File: src/hdl/oam_pkg.sv
// Package of constants, operation codes and carriers for the operand and timing unit
`default_nettype none
package oam_pkg;
	// ------------------------------------------------------------
	// Reset values and fixed constants
	// ------------------------------------------------------------
	localparam logic [7:0] OAM_REGION_RESET = 8'h01; // Extended region byte after reset
	localparam logic [5:0] OAM_BYTE_REG_MAX = 6'h0f; // Highest file byte register
	localparam logic [5:0] OAM_WORD_REG_MAX = 6'h1e; // Highest file word register
	localparam logic [5:0] OAM_DWORD_LOW_MAX = 6'h1c; // Highest dword register of the low run
	localparam logic [5:0] OAM_DWORD_HI_A = 6'h38; // First upper dword register
	localparam logic [5:0] OAM_DWORD_HI_B = 6'h3c; // Second upper dword register
	localparam logic [7:0] OAM_ADDR_STATES = 8'h01; // States of a pure addressing decode

	// ------------------------------------------------------------
	// Byte and state counts, binary mode then source mode
	// ------------------------------------------------------------
	localparam logic [2:0] OAM_UPPER_BYTES_BIN = 3'h5;
	localparam logic [2:0] OAM_UPPER_BYTES_SRC = 3'h4;
	localparam logic [7:0] OAM_UPPER_STATES_BIN = 8'h03;
	localparam logic [7:0] OAM_UPPER_STATES_SRC = 8'h02;
	localparam logic [2:0] OAM_EXT_BYTES_BIN = 3'h3;
	localparam logic [2:0] OAM_EXT_BYTES_SRC = 3'h2;
	localparam logic [7:0] OAM_EXT_STATES_BIN = 8'h02;
	localparam logic [7:0] OAM_EXT_STATES_SRC = 8'h01;
	localparam logic [7:0] OAM_CODE_STATES = 8'h06;
	localparam logic [7:0] OAM_PTR_RD_STATES_BIN = 8'h04;
	localparam logic [7:0] OAM_PTR_RD_STATES_SRC = 8'h05;
	localparam logic [7:0] OAM_PTR_WR_STATES = 8'h04;
	localparam logic [7:0] OAM_DP_RD_STATES = 8'h03;
	localparam logic [7:0] OAM_DP_WR_STATES = 8'h04;
	localparam logic [7:0] OAM_WAIT_ADD_WR = 8'h01; // Extra beyond N for code read and write
	localparam logic [7:0] OAM_WAIT_ADD_RD = 8'h02; // Extra beyond N for 16-bit read
	localparam logic [2:0] OAM_SWAP_BYTES_BIN = 3'h1;
	localparam logic [2:0] OAM_SWAP_BYTES_SRC = 3'h2;
	localparam logic [7:0] OAM_SWAP_STATES_BIN = 8'h04;
	localparam logic [7:0] OAM_SWAP_STATES_SRC = 8'h05;
	localparam logic [2:0] OAM_STACK_BYTES_BIN = 3'h3;
	localparam logic [2:0] OAM_STACK_BYTES_SRC = 3'h2;
	localparam logic [7:0] OAM_STACK_STATES_BIN = 8'h09;
	localparam logic [7:0] OAM_STACK_STATES_SRC = 8'h08;
	localparam logic [2:0] OAM_IMM_BYTES_BIN = 3'h5;
	localparam logic [2:0] OAM_IMM_BYTES_SRC = 3'h4;
	localparam logic [7:0] OAM_IMM_STATES = 8'h05;
	localparam logic [2:0] OAM_ONE_BYTE = 3'h1;

	// ------------------------------------------------------------
	// Operation codes
	// ------------------------------------------------------------
	typedef enum logic [4:0] {
		OAM_OP_REL_JUMP = 5'h00, OAM_OP_BLOCK_JUMP = 5'h01, OAM_OP_REGION_JUMP = 5'h02,
		OAM_OP_FULL_JUMP = 5'h03, OAM_OP_POINTER_BYTE = 5'h04, OAM_OP_BANK_BYTE = 5'h05,
		OAM_OP_FILE_BYTE = 5'h06, OAM_OP_FILE_WORD = 5'h07, OAM_OP_WORD_IND = 5'h08,
		OAM_OP_WORD_DISP = 5'h09, OAM_OP_FILE_DWORD = 5'h0a, OAM_OP_DWORD_IND = 5'h0b,
		OAM_OP_DWORD_DISP = 5'h0c, OAM_OP_MOVE_UPPER = 5'h0d, OAM_OP_SIGN_EXT = 5'h0e,
		OAM_OP_ZERO_EXT = 5'h0f, OAM_OP_CODE_DP = 5'h10, OAM_OP_CODE_PC = 5'h11,
		OAM_OP_EXT_PTR_RD = 5'h12, OAM_OP_EXT_DP_RD = 5'h13, OAM_OP_EXT_PTR_WR = 5'h14,
		OAM_OP_EXT_DP_WR = 5'h15, OAM_OP_SWAP_NIBBLE = 5'h16, OAM_OP_PUSH_DWORD = 5'h17,
		OAM_OP_POP_DWORD = 5'h18, OAM_OP_PUSH_IMM16 = 5'h19
	} oam_op_t;

	// ------------------------------------------------------------
	// Carriers
	// ------------------------------------------------------------
	typedef struct packed {
		oam_op_t op; // Operation to decode
		logic [23:0] next_pc; // Address of the next instruction's first byte
		logic [23:0] operand; // Offset, target, immediate or displacement
		logic [5:0] index; // Register index field n, m, j or k
		logic [1:0] bank; // Currently selected register bank
		logic [7:0] byte_val; // Byte register or memory byte contents
		logic [15:0] word_val; // Word register contents
		logic [31:0] dword_val; // Dword register contents
		logic [7:0] accumulator; // Accumulator contents
		logic [15:0] data_pointer; // Data pointer contents
		logic external; // Access goes to external memory
	} oam_req_t;

	typedef struct packed {
		logic [23:0] address; // Branch target or memory address
		logic [5:0] reg_index; // Register file byte index
		logic index_ok; // Register index is a legal one
		logic [31:0] data; // Value written back
		logic [2:0] bytes; // Instruction length in bytes
		logic [7:0] states; // States spent
	} oam_result_t;
endpackage
`default_nettype wire

File: src/hdl/oam_exec.sv
// Operand addressing, move, stack and timing unit of the core
`default_nettype none
//
// Contract
// RULE_01: Relative branch adds signed byte to next PC
// RULE_02: 11-bit target stays in same 2K block
// RULE_03: 16-bit target stays in same 64K region
// RULE_04: 24-bit target loads whole program counter
// RULE_05: Pointer byte register reaches 00h to FFh
// RULE_06: Bank byte register picks R0-R7 of bank
// RULE_07: File byte register picks index 0-15
// RULE_08: Word index even 0-30; indirect jump in 64K
// RULE_09: Word displacement adds signed 16-bit value
// RULE_10: Dword index 0..28 by four, 56, 60
// RULE_11: Upper-half move loads bits 31:16, 5/4 bytes
// RULE_12: Extend moves fill upper byte, 2/1 states
// RULE_13: Code byte read takes six states
// RULE_14: Extended moves use region byte, reset 01h
// RULE_15: External code read or write adds N+1
// RULE_16: 16-bit extended read three plus N+2
// RULE_17: 8-bit extended read four or five states
// RULE_18: Nibble swap exchanges low four bits only
// RULE_19: Dword push takes nine or eight states
// RULE_20: Dword pop takes nine or eight states
// RULE_21: Immediate word push 5/4 bytes, 5 states
// RULE_22: Opcode mode strap is fixed at reset
//
module oam_exec
	import oam_pkg::*;
#(
	parameter int WAIT_W = 2 // Width of the wait-state count N
)(
	input wire logic i_mclk, // System clock
	input wire logic i_rst, // Asynchronous reset, active high
	input wire logic i_source_mode, // Mode strap: high selects source mode
	input wire logic [WAIT_W-1:0] i_wait_states, // Configured wait states N
	input wire logic i_req_valid, // Request strobe, taken while idle
	input wire oam_req_t i_req, // Request fields
	input wire logic i_region_wr, // Load the extended region byte
	input wire logic [7:0] i_region_data, // New extended region byte
	output logic o_busy, // Instruction in progress
	output logic o_done, // One-cycle completion pulse
	output oam_result_t o_result, // Result, valid with o_done and held after
	output logic o_source_mode, // Opcode mode in force
	output logic [7:0] o_region // Extended region byte
);
	// ------------------------------------------------------------
	// Elaboration check
	// ------------------------------------------------------------
	// Counts are held in eight bits, so N must stay small enough
	if (WAIT_W < 1 || WAIT_W > 4) begin : g_bad_wait
		$error("WAIT_W must lie between 1 and 4");
	end

	// ------------------------------------------------------------
	// Declarations
	// ------------------------------------------------------------
	typedef enum logic [2:0] {
		OAM_ST_IDLE = 3'b001, // Waiting for a request
		OAM_ST_EXEC = 3'b010, // Counting states
		OAM_ST_DONE = 3'b100 // Completion cycle
	} oam_state_t;

	oam_state_t state; // Sequencer state
	oam_state_t next_state;
	logic [7:0] cnt; // States still to run
	logic [7:0] next_cnt;
	logic mode_taken; // Strap has been caught
	logic next_mode_taken;
	logic source_mode; // Caught strap
	logic next_source_mode;
	logic [7:0] region; // Extended region byte
	logic [7:0] next_region;
	oam_result_t result; // Registered result
	oam_result_t next_result;
	oam_result_t calc; // Decoded result of the present request
	logic busy;
	logic next_busy;
	logic done;
	logic next_done;
	logic [7:0] wait_n; // N widened to counter width
	logic accept; // Request taken this cycle

	assign wait_n = 8'(i_wait_states);
	assign accept = i_req_valid && (state == OAM_ST_IDLE);

	// ------------------------------------------------------------
	// Mode strap and region byte
	// ------------------------------------------------------------
	// Strap is caught once on the first edge after release; a flop under
	// asynchronous reset may only take a constant, hence the extra flag
	always_comb
	begin
		next_mode_taken = 1'b1;
		next_source_mode = source_mode;
		if (!mode_taken)
		begin
			next_source_mode = i_source_mode; // RULE_22
		end
		next_region = region;
		if (i_region_wr)
		begin
			next_region = i_region_data;
		end
	end

	always_ff @(posedge i_mclk or posedge i_rst)
	begin
		if (i_rst)
		begin
			mode_taken <= 1'b0;
			source_mode <= 1'b0;
			region <= OAM_REGION_RESET; // RULE_14
		end
		else
		begin
			mode_taken <= next_mode_taken;
			source_mode <= next_source_mode;
			region <= next_region;
		end
	end

	// ------------------------------------------------------------
	// Operand decode and timing
	// ------------------------------------------------------------
	// One pass computes address, data, length and state count; the
	// sequencer then spends the state count before answering
	always_comb
	begin
		calc = '0;
		calc.states = OAM_ADDR_STATES;
		calc.index_ok = 1'b1;
		case (i_req.op)
			OAM_OP_REL_JUMP:
			begin
				// Sign extension gives the -128 to +127 reach
				calc.address = i_req.next_pc + {{16{i_req.operand[7]}}, i_req.operand[7:0]}; // RULE_01
			end
			OAM_OP_BLOCK_JUMP:
			begin
				calc.address = {i_req.next_pc[23:11], i_req.operand[10:0]}; // RULE_02
			end
			OAM_OP_REGION_JUMP:
			begin
				calc.address = {i_req.next_pc[23:16], i_req.operand[15:0]}; // RULE_03
			end
			OAM_OP_FULL_JUMP:
			begin
				calc.address = i_req.operand; // RULE_04
			end
			OAM_OP_POINTER_BYTE:
			begin
				// Only registers zero and one may be pointers
				calc.address = {16'h0000, i_req.byte_val}; // RULE_05
				calc.index_ok = (i_req.index[5:1] == 5'h00);
			end
			OAM_OP_BANK_BYTE:
			begin
				calc.reg_index = {1'b0, i_req.bank, i_req.index[2:0]}; // RULE_06
				calc.index_ok = (i_req.index[5:3] == 3'h0);
			end
			OAM_OP_FILE_BYTE:
			begin
				calc.reg_index = i_req.index; // RULE_07
				calc.index_ok = (i_req.index <= OAM_BYTE_REG_MAX);
			end
			OAM_OP_FILE_WORD, OAM_OP_WORD_IND:
			begin
				calc.reg_index = i_req.index;
				calc.index_ok = !i_req.index[0] && (i_req.index <= OAM_WORD_REG_MAX); // RULE_08
				calc.address = {8'h00, i_req.word_val}; // RULE_08
			end
			OAM_OP_WORD_DISP:
			begin
				// Address wraps inside the first 64K
				calc.reg_index = i_req.index;
				calc.index_ok = !i_req.index[0] && (i_req.index <= OAM_WORD_REG_MAX);
				calc.address = {8'h00, i_req.word_val + i_req.operand[15:0]}; // RULE_09
			end
			OAM_OP_FILE_DWORD, OAM_OP_DWORD_IND, OAM_OP_DWORD_DISP:
			begin
				calc.reg_index = i_req.index;
				calc.index_ok = (i_req.index[1:0] == 2'h0) && // RULE_10
					((i_req.index <= OAM_DWORD_LOW_MAX) || (i_req.index == OAM_DWORD_HI_A) ||
					(i_req.index == OAM_DWORD_HI_B));
				calc.address = i_req.dword_val[23:0]; // RULE_10
				if (i_req.op == OAM_OP_DWORD_DISP)
				begin
					calc.address = i_req.dword_val[23:0] +
						{{8{i_req.operand[15]}}, i_req.operand[15:0]};
				end
			end
			OAM_OP_MOVE_UPPER:
			begin
				calc.reg_index = i_req.index;
				calc.data = {i_req.operand[15:0], i_req.dword_val[15:0]}; // RULE_11
				calc.bytes = source_mode ? OAM_UPPER_BYTES_SRC : OAM_UPPER_BYTES_BIN; // RULE_11
				calc.states = source_mode ? OAM_UPPER_STATES_SRC : OAM_UPPER_STATES_BIN;
			end
			OAM_OP_SIGN_EXT, OAM_OP_ZERO_EXT:
			begin
				calc.reg_index = i_req.index;
				if (i_req.op == OAM_OP_SIGN_EXT)
				begin
					calc.data = {16'h0000, {8{i_req.byte_val[7]}}, i_req.byte_val}; // RULE_12
				end
				else
				begin
					calc.data = {24'h000000, i_req.byte_val}; // RULE_12
				end
				calc.bytes = source_mode ? OAM_EXT_BYTES_SRC : OAM_EXT_BYTES_BIN;
				calc.states = source_mode ? OAM_EXT_STATES_SRC : OAM_EXT_STATES_BIN; // RULE_12
			end
			OAM_OP_CODE_DP, OAM_OP_CODE_PC:
			begin
				// Index sum wraps within its base's 64K region
				if (i_req.op == OAM_OP_CODE_DP)
				begin
					calc.address = {region, i_req.data_pointer + {8'h00, i_req.accumulator}};
				end
				else
				begin
					calc.address = {i_req.next_pc[23:16],
						i_req.next_pc[15:0] + {8'h00, i_req.accumulator}};
				end
				calc.bytes = OAM_ONE_BYTE;
				calc.states = OAM_CODE_STATES; // RULE_13
				if (i_req.external)
				begin
					calc.states = OAM_CODE_STATES + wait_n + OAM_WAIT_ADD_WR; // RULE_15
				end
			end
			OAM_OP_EXT_PTR_RD, OAM_OP_EXT_PTR_WR:
			begin
				calc.address = {region, 8'h00, i_req.byte_val}; // RULE_14
				calc.data = {24'h000000, i_req.accumulator};
				calc.bytes = OAM_ONE_BYTE;
				if (i_req.op == OAM_OP_EXT_PTR_RD)
				begin
					calc.states = source_mode ? OAM_PTR_RD_STATES_SRC : OAM_PTR_RD_STATES_BIN; // RULE_17
				end
				else
				begin
					calc.states = OAM_PTR_WR_STATES;
				end
			end
			OAM_OP_EXT_DP_RD:
			begin
				calc.address = {region, i_req.data_pointer}; // RULE_14
				calc.bytes = OAM_ONE_BYTE;
				calc.states = OAM_DP_RD_STATES; // RULE_16
				if (i_req.external)
				begin
					calc.states = OAM_DP_RD_STATES + wait_n + OAM_WAIT_ADD_RD; // RULE_16
				end
			end
			OAM_OP_EXT_DP_WR:
			begin
				calc.address = {region, i_req.data_pointer}; // RULE_14
				calc.data = {24'h000000, i_req.accumulator};
				calc.bytes = OAM_ONE_BYTE;
				calc.states = OAM_DP_WR_STATES;
				if (i_req.external)
				begin
					calc.states = OAM_DP_WR_STATES + wait_n + OAM_WAIT_ADD_WR; // RULE_15
				end
			end
			OAM_OP_SWAP_NIBBLE:
			begin
				// Upper byte is the new accumulator, lower the new memory byte
				calc.address = {16'h0000, i_req.operand[7:0]}; // RULE_18
				calc.data = {16'h0000, i_req.accumulator[7:4], i_req.byte_val[3:0],
					i_req.byte_val[7:4], i_req.accumulator[3:0]}; // RULE_18
				calc.bytes = source_mode ? OAM_SWAP_BYTES_SRC : OAM_SWAP_BYTES_BIN;
				calc.states = source_mode ? OAM_SWAP_STATES_SRC : OAM_SWAP_STATES_BIN; // RULE_18
			end
			OAM_OP_PUSH_DWORD, OAM_OP_POP_DWORD:
			begin
				calc.reg_index = i_req.index;
				calc.data = i_req.dword_val;
				calc.address = i_req.operand;
				calc.bytes = source_mode ? OAM_STACK_BYTES_SRC : OAM_STACK_BYTES_BIN;
				calc.states = source_mode ? OAM_STACK_STATES_SRC : OAM_STACK_STATES_BIN; // RULE_19 RULE_20
			end
			OAM_OP_PUSH_IMM16:
			begin
				calc.address = i_req.operand;
				calc.data = {16'h0000, i_req.operand[15:0]};
				calc.bytes = source_mode ? OAM_IMM_BYTES_SRC : OAM_IMM_BYTES_BIN; // RULE_21
				calc.states = OAM_IMM_STATES; // RULE_21
			end
			default:
			begin
				// Unknown code decodes to an illegal operand
				calc.index_ok = 1'b0;
			end
		endcase
	end

	// ------------------------------------------------------------
	// Sequencer
	// ------------------------------------------------------------
	// One cycle is spent per state so that the answer time is the timing
	always_comb
	begin
		next_state = state;
		next_cnt = cnt;
		next_result = result;
		next_busy = busy;
		next_done = 1'b0;
		case (state)
			OAM_ST_IDLE:
			begin
				if (accept)
				begin
					next_result = calc;
					next_cnt = calc.states;
					next_busy = 1'b1;
					next_state = OAM_ST_EXEC;
				end
			end
			OAM_ST_EXEC:
			begin
				// Counting down to one marks the last state
				if (cnt <= 8'h01)
				begin
					next_done = 1'b1;
					next_state = OAM_ST_DONE;
				end
				else
				begin
					next_cnt = cnt - 8'h01;
				end
			end
			OAM_ST_DONE:
			begin
				next_busy = 1'b0;
				next_cnt = 8'h00;
				next_state = OAM_ST_IDLE;
			end
			default:
			begin
				next_state = OAM_ST_IDLE;
				next_busy = 1'b0;
			end
		endcase
	end

	always_ff @(posedge i_mclk or posedge i_rst)
	begin
		if (i_rst)
		begin
			state <= OAM_ST_IDLE;
			cnt <= 8'h00;
			result <= '0;
			busy <= 1'b0;
			done <= 1'b0;
		end
		else
		begin
			state <= next_state;
			cnt <= next_cnt;
			result <= next_result;
			busy <= next_busy;
			done <= next_done;
		end
	end

	// ------------------------------------------------------------
	// Outputs, all from flops
	// ------------------------------------------------------------
	assign o_busy = busy;
	assign o_done = done;
	assign o_result = result;
	assign o_source_mode = source_mode;
	assign o_region = region;
endmodule // oam_exec
`default_nettype wire

File: config.mk
export PLATFORM = sky130hd
export DESIGN_NAME = oam_exec
export DESIGN_NICKNAME = d
export VERILOG_FILES = /design/src/hdl/oam_pkg.sv /design/src/hdl/oam_exec.sv
export SDC_FILE = /design/constraint.sdc
export NUM_CORES = 1
export LEC_CHECK = 0
export ABC_AREA = 1
export BUFFER_PORTS_ARGS = -buffer_cell sky130_fd_sc_hd__buf_2
export CORE_UTILIZATION = 56
export CTS_CLUSTER_DIAMETER = 150
export DETAILED_ROUTE_END_ITERATION = 7
export HOLD_SLACK_MARGIN = 0.06
export PLACE_DENSITY = 0.87
export SETUP_SLACK_MARGIN = 0.3
export SYNTH_ARGS = -nofsm -noshare
export SYNTH_HDL_FRONTEND = slang
export SYNTH_SLANG_ARGS = --single-unit
File: constraint.sdc
create_clock -name i_mclk -period 4 [get_ports i_mclk]
set_input_delay 0.6 -clock i_mclk [delete_from_list [all_inputs] [get_ports i_mclk]]
set_output_delay 0.6 -clock i_mclk [all_outputs]
set_load 0.02 [all_outputs]
==> summary.txt <==
Worst path max stage delay -> 380 ps
WL final -> 42400 um
Initial Util -> 57.6%
Worst IR Drop VDD -> 265 uV
All-Layer GR Usage -> 44.1%
Pre-antenna DRT Iters -> 8
Compound-Gate Fraction of Synth Area -> 15.6%
Layout Skew -> 12.2 ps
Worst EP arrival -> 3330 ps
total congestion overflow -> 0
Post-DP Area -> 11800 um2
commonest non-fill, non-tap cell in the layout -> nand2_1
sequential share of the synthesized area -> 22.4%
Setup CP Type -> in -> reg
Max FO, Critical Path -> 5
crit path launch type -> input pin
Num CTS Buffers -> 9
Ys Warns -> 0
post-synthesis mux area share -> 1.30%
final instance area -> 12100 um2
synthesized instance count -> 1728
final worst-path cycle share -> 76.9%
filler instances -> 1769
CTS tree -> done
synthesized area per cell -> 6.03 um2
Hold-fix buffers, CTS -> 0
multi-input logic area -> 7130 um2
Post-CTS Setup Bufs -> 0
DRC -> 34
initial antenna violation count -> 0
synth-to-layout area growth -> 16.3%
final setup fails -> 0
Critical path buffers and inverters -> 2
DRT antenna net count -> 0
unrepaired setup endpoints after global routing -> no
pin count of the biggest net entering global routing -> 73
clk_lat worst skew -> 360 ps
register area -> 2330 um2
status -> complete, but fails checks
most frequent cells in the layout -> nand2_1, buf_2, inv_1
row count -> 49
vias in the first global route -> 12100
die height -> 138 um
Netlist Area Pre-Place -> 10400 um2
adder-cell share of the synthesized area -> 9.78%
die width -> 138 um
crit-path cells -> buf_2 > nor2_1 > nand3_1 > mux2_2 > ha_1 > inv_1 > fa_1 > nor2_1 > nand2_1 > nand2_1 > a21oi_1 > nor2_1 > nand3_1 > nand3_1 > nand3_1 > o21ai_1 > nand2_1
Top Ports -> 242
H-tree depth -> 3
Die Area -> 19200 um2
NumNets Final -> 2187
critical path required time -> 4250 ps
Max clock buf depth -> 2
Netlist cell types -> 47
Worst-path clk slew -> 80 ps
Final Hold Fails -> 0
Synth Area in XOR/XNOR -> 0.925%
# Max-Cap Violations -> 0
Synth Area in Simple Gates -> 40.6%
fin crit period -> 3080 ps
Max Slew Vio Count -> 0
layout cells sized above 1 -> 15.9%
Least-Margin Pin Slew -> 906 ps
Worst Setup End Kind -> flip-flop
largest family of logic cells by synthesized area -> simple AND/OR/NAND/NOR gates
RePlAce Congestion -> 1.06
leak pwr -> 6.92 nW
Worst path slowest cell -> fa_1
drt wl/cell -> 19.4 um
first-pass GRT wire length -> 65400 um
routed vias -> 13000
Port Buf Inserts -> 237
relative slew slack -> 39.5%
worst hold-check path type -> in -> async
DP HPWL -> 34200 um
Cell Pwr Density -> 400 nW/um2
Fmax -> 325 MHz
CP most frequent cell -> nand3_1
Core Region -> 18100 um2
failing checks -> design-rule violations
Via-to-Cell Ratio -> 5.97
fin util -> 67.0%
Post-Route Setup TNS -> 0 ps
Seq cells post-synth -> 93
clock sink count -> 93
DRT iter0 DRCs -> 1261
number of instances resized during post-cts repair -> 0
clock root buffer -> clkbuf_16
# diodes -> 0
family with the most delay on the worst path -> simple AND/OR/NAND/NOR gates
-- state kept, by name, indices dropped and copies added (netlist names) --
signal,cells
o_region,8
cnt,8
o_busy,1
o_result,70
o_source_mode,1
state,3
mode_taken,1
o_done,1
-- power by group --
part	internal, mW	switching [mW]
clock network	0.490	0.428
logic	0.772	1.68
registers	1.27	0.208
total	2.53	2.32
-- Yosys cell counts, drive strengths merged --
cell type | number | area, um2
dfrtp | 91 | 2280
a31oi | 4 | 25.0
o21bai | 8 | 60.1
nand3 | 160 | 811
and2 | 4 | 25.0
a211oi | 2 | 15.0
a21boi | 1 | 7.51
nor3b | 5 | 37.5
a221oi | 3 | 26.3
fa | 4 | 80.1
o21a | 2 | 15.0
a22oi | 33 | 248
o211ai | 10 | 75.1
nor3 | 21 | 120
nand4 | 30 | 188
nor2 | 120 | 480
o22ai | 5 | 31.3
o21ai | 86 | 430
a21o | 5 | 37.5
or2 | 8 | 50.1
xnor2 | 1 | 8.76
xor2 | 10 | 87.6
o31ai | 1 | 7.51
nand2 | 640 | 2400
ha | 75 | 938
clkinv | 2 | 7.51
a22o | 5 | 43.8
o2111ai | 9 | 78.8
nor4 | 3 | 18.8
mux2 | 12 | 135
conb | 2 | 7.51
inv | 208 | 781
nand3b | 12 | 90.1
dfstp | 2 | 52.6
buf | 26 | 143
clkbuf | 13 | 48.8
a21oi | 105 | 526
-- metrics by stage --
step,std cells,setup slack [ps],power (mW),hold slack [ps]
4_1_cts,2184,1020,4.79,438
2_1_floorplan,1731,791,3.03,422
5_1_grt,2184,759,5.12,457
6_report,2184,925,4.84,397
3_5_place_dp,2169,658,3.88,434
3_3_place_gp,2169,779,3.83,430
-- layout make-up --
cell class                 count  share of cell area (%)
clock buffer                   9                    1.86
clock inverter                 6                   0.588
inverter                     210                    6.52
multi-input combinational   1389                    58.9
sequential                    93                    19.2
tap                          229                    2.36
timing repair buffer         248                    10.6
-- worst reg2reg max path, stage by stage, from the launching register on --
cell     delay (ps)
dfstp_2         550
inv_1            50
nor3_1          320
nand2_2         450
inv_2           840
o21ai_0         240
nand2_1         100
-- layer usage --
metal	track usage (%)	share of wire, %
met5	0	0
met4	19.6	4.7
met3	8.14	13
met2	69.7	43
met1	58.8	39
-- final timing paths --
| path | startpoint | to | slack (ps) | cells after the start |
|---|---|---|---|---|
| worst max-delay path | i_req[138] | o_result[62] | 920 | 17 |
| worst min-delay path | i_rst | o_done | 400 | 2 |
| worst max register to register | state[0] | o_result[10] | 1380 | 6 |
| worst min register to register | mode_taken | o_source_mode | 450 | 1 |
| max in group asynchronous | i_rst | o_result[55] | 2840 | 3 |
| min in group i_mclk | i_req_valid | state[0] | 450 | 2 |
-- cells by family (layout without fill, tap and decap cells) --
family,after synthesis,in the layout
simple gates,1003,1003
compound gates,279,279
buf+inv,249,473
flops,93,93
fa+ha+maj,79,79
mux,12,12
xor+xnor,11,11
other cells,2,5
No activity file was read; power rests on OpenSTA's default activity.
